===== src/verilog/fsc_pkg.sv =====
// package for the fault status capture block
// assumes one core clock and a plain register port
package fsc_pkg;
    // register byte offsets
    localparam logic [7:0] OFS_COMB = 8'h00;
    localparam logic [7:0] OFS_PFAR = 8'h04;
    localparam logic [7:0] OFS_BADDR = 8'h08;
    localparam logic [7:0] OFS_ABFS = 8'h0C;
    localparam logic [7:0] OFS_CONF = 8'h10;
    // combined status word fields
    localparam int PROT_LSB = 0;
    localparam int BUS_LSB = 8;
    localparam int USE_LSB = 16;
    // protection status bit
    localparam int PAV_BIT = 7;
    // bus status bits
    localparam int IBE_BIT = 0;
    localparam int PDE_BIT = 1;
    localparam int IDE_BIT = 2;
    localparam int USE_BIT = 3;
    localparam int SKE_BIT = 4;
    localparam int LSP_BIT = 5;
    localparam int BAV_BIT = 7;
    // usage status bits
    localparam int UND_BIT = 0;
    localparam int IVS_BIT = 1;
    localparam int IPC_BIT = 2;
    localparam int NCP_BIT = 3;
    localparam int UNA_BIT = 8;
    localparam int DVZ_BIT = 9;
    // aux source register fields
    localparam int SRC_W = 5;
    localparam int RTYPE_LSB = 8;
    localparam int MAIN_SRC_BIT = 3;
    // config register bits
    localparam int UTRP_BIT = 3;
    localparam int DTRP_BIT = 4;
    // reset values
    localparam logic [31:0] RST_WORD = 32'h0000_0000;
    localparam logic [7:0] RST_BYTE = 8'h00;
    localparam logic [15:0] RST_HALF = 16'h0000;
    localparam logic [4:0] RST_SRC = 5'h00;
    localparam logic [1:0] RST_RT = 2'h0;
    localparam logic [7:0] RST_PRI = 8'h00;

    // fault events from pipeline and bus interfaces
    typedef struct packed {
        logic pf_issue_err;
        logic prec_err;
        logic [31:0] prec_addr;
        logic impr_err;
        logic [4:0] impr_src;
        logic [1:0] impr_resp;
        logic unstk_err;
        logic stk_err;
        logic lsp_err;
        logic prot_data;
        logic [31:0] prot_addr;
        logic undef;
        logic inv_state;
        logic inv_pc;
        logic no_cp;
        logic unalign;
        logic unalign_multi;
        logic div_zero;
    } fsc_evt_t;

    // requests to the exception logic
    typedef struct packed {
        logic bus_req;
        logic usage_req;
        logic prot_req;
        logic ret_at_fault;
        logic sp_adjust;
        logic keep_frame;
    } fsc_req_t;

    // register port response
    typedef struct packed {
        logic [31:0] rdata;
        logic err;
    } fsc_rsp_t;

    // whole state of the block
    typedef struct packed {
        logic [7:0] prot_st;
        logic [7:0] bus_st;
        logic [15:0] use_st;
        logic [31:0] pfar;
        logic [31:0] baddr;
        logic [4:0] src;
        logic [1:0] rtype;
        logic utrp;
        logic dtrp;
        logic pend;
        fsc_req_t req;
        fsc_rsp_t rsp;
    } fsc_state_t;
endpackage


===== src/verilog/fsc_top.sv =====
// fault status and fault address capture
// assumes synchronous inputs, one clock, privileged-tagged register port
`timescale 1ns/1ps
`default_nettype none
module fsc_top #(
    parameter bit HAS_FPU = 1'b1,
    parameter bit SHARED_ADDR = 1'b0
) (
    // clock and reset
    input wire logic CLOCK,
    input wire logic RESET,
    // register port
    input wire logic [7:0] REG_ADDR,
    input wire logic [31:0] REG_WDATA,
    input wire logic REG_WR,
    input wire logic REG_RD,
    input wire logic REG_PRIV,
    output logic [31:0] REG_RDATA,
    output logic REG_ERR,
    // fault events and priorities
    input wire fsc_pkg::fsc_evt_t EVT,
    input wire logic [7:0] CUR_PRIO,
    input wire logic [7:0] BUS_PRIO,
    // requests to exception logic
    output fsc_pkg::fsc_req_t REQ,
    output logic IMPR_PENDING
);

    fsc_pkg::fsc_state_t s_r;
    fsc_pkg::fsc_state_t s_nxt;

    // ************************************************
    // helpers
    // ************************************************
    function automatic logic [31:0] comb_word(
        input fsc_pkg::fsc_state_t s);
        comb_word = {s.use_st, s.bus_st, s.prot_st};
    endfunction

    function automatic logic hit(input logic [7:0] a,
        input logic [7:0] o);
        hit = (a == o);
    endfunction

    logic acc;
    logic ok;
    logic bad;
    logic [31:0] w1c;
    logic bus_lo;
    logic unal;

    // ************************************************
    // next state
    // ************************************************
    always_comb begin
        s_nxt = s_r;
        acc = REG_WR | REG_RD;
        ok = acc & REG_PRIV;
        bad = acc & ~REG_PRIV;
        w1c = (REG_WR & ok & hit(REG_ADDR, fsc_pkg::OFS_COMB)) ?
            REG_WDATA : 32'h0000_0000;
        bus_lo = (CUR_PRIO > BUS_PRIO);
        unal = EVT.unalign & (s_r.utrp | EVT.unalign_multi);
        s_nxt.req = '0;
        s_nxt.rsp.err = bad;
        s_nxt.rsp.rdata = 32'h0000_0000;

        // software clears first so hardware sets win
        s_nxt.prot_st = s_r.prot_st & ~w1c[fsc_pkg::BUS_LSB-1:0];
        s_nxt.bus_st = s_r.bus_st &
            ~w1c[fsc_pkg::USE_LSB-1:fsc_pkg::BUS_LSB];
        s_nxt.use_st = s_r.use_st & ~w1c[31:fsc_pkg::USE_LSB];

        if (REG_WR && ok) begin
            if (hit(REG_ADDR, fsc_pkg::OFS_PFAR)) begin
                s_nxt.pfar = REG_WDATA;
            end else if (hit(REG_ADDR, fsc_pkg::OFS_BADDR)) begin
                s_nxt.baddr = REG_WDATA;
            end else if (hit(REG_ADDR, fsc_pkg::OFS_ABFS)) begin
                s_nxt.src = fsc_pkg::RST_SRC;
            end else if (hit(REG_ADDR, fsc_pkg::OFS_CONF)) begin
                s_nxt.utrp = REG_WDATA[fsc_pkg::UTRP_BIT];
                s_nxt.dtrp = REG_WDATA[fsc_pkg::DTRP_BIT];
            end
        end

        if (REG_RD && ok) begin
            if (hit(REG_ADDR, fsc_pkg::OFS_COMB)) begin
                s_nxt.rsp.rdata = comb_word(s_r);
            end else if (hit(REG_ADDR, fsc_pkg::OFS_PFAR)) begin
                s_nxt.rsp.rdata = s_r.pfar;
            end else if (hit(REG_ADDR, fsc_pkg::OFS_BADDR)) begin
                s_nxt.rsp.rdata = SHARED_ADDR ? s_r.pfar
                    : s_r.baddr;
            end else if (hit(REG_ADDR, fsc_pkg::OFS_ABFS)) begin
                s_nxt.rsp.rdata[fsc_pkg::SRC_W-1:0] = s_r.src;
                s_nxt.rsp.rdata[fsc_pkg::RTYPE_LSB+:2] = s_r.rtype;
            end else if (hit(REG_ADDR, fsc_pkg::OFS_CONF)) begin
                s_nxt.rsp.rdata[fsc_pkg::UTRP_BIT] = s_r.utrp;
                s_nxt.rsp.rdata[fsc_pkg::DTRP_BIT] = s_r.dtrp;
            end
        end

        // protection data fault
        if (EVT.prot_data) begin
            s_nxt.prot_st[fsc_pkg::PAV_BIT] = 1'b1;
            s_nxt.pfar = EVT.prot_addr;
            s_nxt.req.prot_req = 1'b1;
            s_nxt.req.ret_at_fault = 1'b1;
            if (SHARED_ADDR) begin
                s_nxt.bus_st[fsc_pkg::BAV_BIT] = 1'b0;
            end
        end

        // bus faults
        if (EVT.pf_issue_err) begin
            s_nxt.bus_st[fsc_pkg::IBE_BIT] = 1'b1;
            s_nxt.req.bus_req = 1'b1;
            s_nxt.req.ret_at_fault = 1'b1;
        end
        if (EVT.prec_err) begin
            s_nxt.bus_st[fsc_pkg::PDE_BIT] = 1'b1;
            s_nxt.bus_st[fsc_pkg::BAV_BIT] = 1'b1;
            if (SHARED_ADDR) begin
                s_nxt.pfar = EVT.prec_addr;
                s_nxt.prot_st[fsc_pkg::PAV_BIT] = 1'b0;
            end else begin
                s_nxt.baddr = EVT.prec_addr;
            end
            s_nxt.req.bus_req = 1'b1;
            s_nxt.req.ret_at_fault = 1'b1;
        end
        if (EVT.unstk_err) begin
            s_nxt.bus_st[fsc_pkg::USE_BIT] = 1'b1;
            s_nxt.req.bus_req = 1'b1;
            s_nxt.req.keep_frame = 1'b1;
        end
        if (EVT.stk_err) begin
            s_nxt.bus_st[fsc_pkg::SKE_BIT] = 1'b1;
            s_nxt.req.bus_req = 1'b1;
            s_nxt.req.sp_adjust = 1'b1;
        end
        if (EVT.lsp_err && HAS_FPU) begin
            s_nxt.bus_st[fsc_pkg::LSP_BIT] = 1'b1;
            s_nxt.req.bus_req = 1'b1;
        end

        // imprecise error pends while outranked
        if (EVT.impr_err) begin
            s_nxt.bus_st[fsc_pkg::IDE_BIT] = 1'b1;
            s_nxt.src = s_nxt.src | EVT.impr_src;
            if (EVT.impr_src[fsc_pkg::MAIN_SRC_BIT]) begin
                s_nxt.rtype = EVT.impr_resp;
            end
        end
        if ((EVT.impr_err || s_r.pend) && bus_lo) begin
            s_nxt.req.bus_req = 1'b1;
            s_nxt.pend = 1'b0;
        end else if (EVT.impr_err) begin
            s_nxt.pend = 1'b1;
        end

        // usage faults
        if (EVT.undef) begin
            s_nxt.use_st[fsc_pkg::UND_BIT] = 1'b1;
        end
        if (EVT.inv_state) begin
            s_nxt.use_st[fsc_pkg::IVS_BIT] = 1'b1;
        end
        if (EVT.inv_pc) begin
            s_nxt.use_st[fsc_pkg::IPC_BIT] = 1'b1;
        end
        if (EVT.no_cp) begin
            s_nxt.use_st[fsc_pkg::NCP_BIT] = 1'b1;
        end
        if (unal) begin
            s_nxt.use_st[fsc_pkg::UNA_BIT] = 1'b1;
        end
        if (EVT.div_zero && s_r.dtrp) begin
            s_nxt.use_st[fsc_pkg::DVZ_BIT] = 1'b1;
        end
        if (EVT.undef || EVT.inv_state || EVT.inv_pc || EVT.no_cp
            || unal || (EVT.div_zero && s_r.dtrp)) begin
            s_nxt.req.usage_req = 1'b1;
            s_nxt.req.ret_at_fault = 1'b1;
        end
    end

    // ************************************************
    // state register
    // ************************************************
    always_ff @(posedge CLOCK) begin
        if (RESET) begin
            s_r.prot_st <= fsc_pkg::RST_BYTE;
            s_r.bus_st <= fsc_pkg::RST_BYTE;
            s_r.use_st <= fsc_pkg::RST_HALF;
            s_r.pfar <= fsc_pkg::RST_WORD;
            s_r.baddr <= fsc_pkg::RST_WORD;
            s_r.src <= fsc_pkg::RST_SRC;
            s_r.rtype <= fsc_pkg::RST_RT;
            s_r.utrp <= 1'b0;
            s_r.dtrp <= 1'b0;
            s_r.pend <= 1'b0;
            s_r.req <= '0;
            s_r.rsp <= '0;
        end else begin
            s_r <= s_nxt;
        end
    end

    // ************************************************
    // outputs
    // ************************************************
    assign REG_RDATA = s_r.rsp.rdata;
    assign REG_ERR = s_r.rsp.err;
    assign REQ = s_r.req;
    assign IMPR_PENDING = s_r.pend;

endmodule
`default_nettype wire

===== config.mk =====
export PLATFORM = sky130hd
export DESIGN_NAME = fsc_top
export DESIGN_NICKNAME = d
export VERILOG_FILES = /design/src/verilog/fsc_pkg.sv /design/src/verilog/fsc_top.sv
export SDC_FILE = /design/constraint.sdc
export NUM_CORES = 1
export LEC_CHECK = 0
export ABC_CLOCK_PERIOD_IN_PS = 2400
export BUFFER_PORTS_ARGS = -buffer_cell sky130_fd_sc_hd__buf_2
export CAP_MARGIN = 20
export CORE_MARGIN = 4
export CORE_UTILIZATION = 35
export CTS_CLUSTER_SIZE = 16
export DETAILED_ROUTE_END_ITERATION = 10
export HOLD_SLACK_MARGIN = 0.02
export SKIP_LAST_GASP = 1
export SYNTH_ARGS = -nofsm -noshare
export SYNTH_HDL_FRONTEND = slang
export SYNTH_SLANG_ARGS = --single-unit

===== constraint.sdc =====
create_clock -name CLOCK -period 2.4 [get_ports CLOCK]
set_input_delay 0.48 -clock CLOCK [delete_from_list [all_inputs] [get_ports CLOCK]]
set_output_delay 0.48 -clock CLOCK [all_outputs]
set_load 0.01 [all_outputs]

==> flow_summary.ini <==
[worst_setup_path]
crit_path_max_fanout = 11
cpPeakStageDelay_ns = 0.60
cp_slowest_cell = or3_1
end_kind = flop
reg2reg_depth = 3
cp.arrival_ns = 2.06
r2r_end = REQ[2]
r2r-start = s_r[41]
path_delay_family = simple AND/OR/NAND/NOR gates
crit_buf_inv = 1
r2r_slack_ns = 1.15
required_ns = 2.67
path_cells = buf_2, or4_4, or3_1, nor3_1, nor4_1
crit_type = in -> reg
cp-start-kind = primary input

[run_status]
status = completed

[route]
vias = 5846
wl_per_cell_um = 17.6
drc_errors = 0
drt_wl_total_um = 19900
detail_route.vias_per_cell = 5.16
antenna_left = 0
dr.pass1.iters = 8
first_iter_violations = 285

[clock_tree]
clock_path_buffers = 2
htree_levels = 4
ctsHoldBuffers = 0
root_buffer = clkbuf_16
tritoncts = yes
ctsResizeCount = 0
clk_latency_ns = 0.42
clk_pin_slew_ns = 0.06
post_cts_buffers = 0
cts_made_buffers = 17
cts_sinks = 145

[yosys]
synthAdderAreaFrac_pct = 1.53
yosysSeqAreaShare_pct = 44.3
synth_compound_area_share_pct = 19.3
synth_area_sq_um = 6550
synth-seq-cells = 145
async_flop_share_pct = 0
synth-simple-area-share_pct = 17.6
synth_top_area_share_pct = 44.3
synth.area.top_cells = dfxtp_1 (44%), nor2_1 (7.0%), a21oi_1 (6.0%)
ys.flop_type = dfxtp_1
synth_cell_type_count = 40
yosysTopAreaCell = dfxtp_1
netlist_instances = 762
synth_edf_count = 0
avgSynthCellArea_sq_um = 8.60
synthMuxAreaShare_pct = 6.64
synth_nets = 916
synth_top_family_by_area = compound AO/OA/AOI/OAI gates
synth_xor_xnor_area_share_pct = 0
ys_warn_count = 0

[timing]
fin_crit_sh_pct = 74.5
period_needed_ns = 1.79
setup_viol = 0
slew_headroom_pct = 60.2
finalSetupTns_ns = 0
clock_skew_ns = 0.00905
hold_viol = 0
fmax_mhz = 559
worst-slew-pin-transition_ns = 0.591
maxSlewViolCount = 0
rsz0062_at_grt = false

[layout]
stdcell_area_sq_um = 8020
final_cell_mix = buf_2 (184), dfxtp_1 (145), nor2_1 (122)
drive_gt1_share_pct = 28.3
finalNonFillerCells = 1132
final_util_pct = 44.0
layout_commonest_cell = buf_2
insertedDiodeCount = 0
nets = 1045
area_delta_synth_final_pct = 22.4

[global_route]
gr-total-overflow = 0
antenna_found_initial = 2
grt_max_degree = 65
grt_pass1_wl_um = 30500
grt_util_all_layers_pct = 19.1
grt_pass1_vias = 5642

[worst_hold_path]
hp-start = REG_WDATA[22]
hold_depth = 2
worstHoldEndpoint = s_r[119]
min_path_type = in -> reg

[power]
total_power_uw = 5580
ir_drop_v = 0.000462
p_per_area_nw_per_um2 = 696
p_leak_uw = 0.00356

[place]
numPortBuffers = 185
place_congestion = 0.780
placed_cell_area_sq_um = 7480
dp.cells = 1101
place_hpwl_um = 13700

[die]
dieArea_sq_um = 21000
core_area_sq_um = 18200
die_w_um = 145
rows = 49
die_h_um = 145
start_util_pct = 36.0
pin_count = 186

[flow_run]
maxCapViolCount = 0
flip-flops by register name, indices dropped and copies added, names as in the netlist:
name,cells
s_r,105
REG_RDATA,32
REQ,6
IMPR_PENDING,1
REG_ERR,1
per-stage QoR:
stage | hold WS, ns | worst slack [ns]
3_5_place_dp | 0.437 | 0.169
5_1_grt | 0.243 | 0.501
6_report | 0.260 | 0.612
3_3_place_gp | 0.434 | 0.180
2_1_floorplan | 0.424 | 0.516
4_1_cts | 0.238 | 0.612
cell type report:
| class | count | area (sq um) |
|---|---|---|
| clock inverter | 12 | 87.6 |
| fill | 1831 | 10200 |
| tap | 229 | 287 |
| multi-input combinational | 476 | 2960 |
| clock buffer | 19 | 453 |
| inverter | 45 | 169 |
| sequential | 145 | 2900 |
| timing repair buffer | 206 | 1160 |
cell families (layout without fill, tap and decap cells):
kind of cell             count (synthesis)  after routing
AO/OA/AOI/OAI                          184            184
adder cells (fa/ha/maj)                  8              8
buffers and inverters                  141            282
flip-flops                             145            145
multiplexers                            41             41
AND/OR/NAND/NOR                        243            243
where the power goes:
group,switching [uW],internal [uW]
registers,49.3,2510
clock network,1050,1370
logic,336,274
total,1430,4150
metal layers:
layer	share of wire, %	up-vias	GRT usage [%]
met4	1.3	4	5.01
met5	0.11	-	0
met2	46	212	30.1
met3	7.3	21	5.19
li1	-	2910	-
met1	45	2699	25.9
how the worst max path moves through the flow:
stage	start	to	slack, ns	cells past startpoint
2_1_floorplan	REG_ADDR[1]	s_r[101]	0.52	5
3_3_place_gp	REG_ADDR[1]	s_r[104]	0.18	5
3_5_place_dp	REG_ADDR[1]	s_r[102]	0.17	5
4_1_cts	REG_ADDR[1]	s_r[101]	0.61	5
5_1_grt	REG_ADDR[1]	s_r[81]	0.50	5
6_report	REG_ADDR[1]	s_r[101]	0.61	5
cell usage after synthesis, types with 12 or more instances:
master / instances
dfxtp_1: 145
nor2_1: 122
a21oi_1: 78
nor3_1: 49
a211oi_1: 45
inv_1: 44
buf_4: 40
mux2i_1: 39
clkbuf_1: 36
a22oi_1: 25
nand2b_1: 21
nor4_1: 15
buf_2: 14
a311oi_1: 13
nand2_1: 12
No activity file was read; power rests on OpenSTA's default activity.
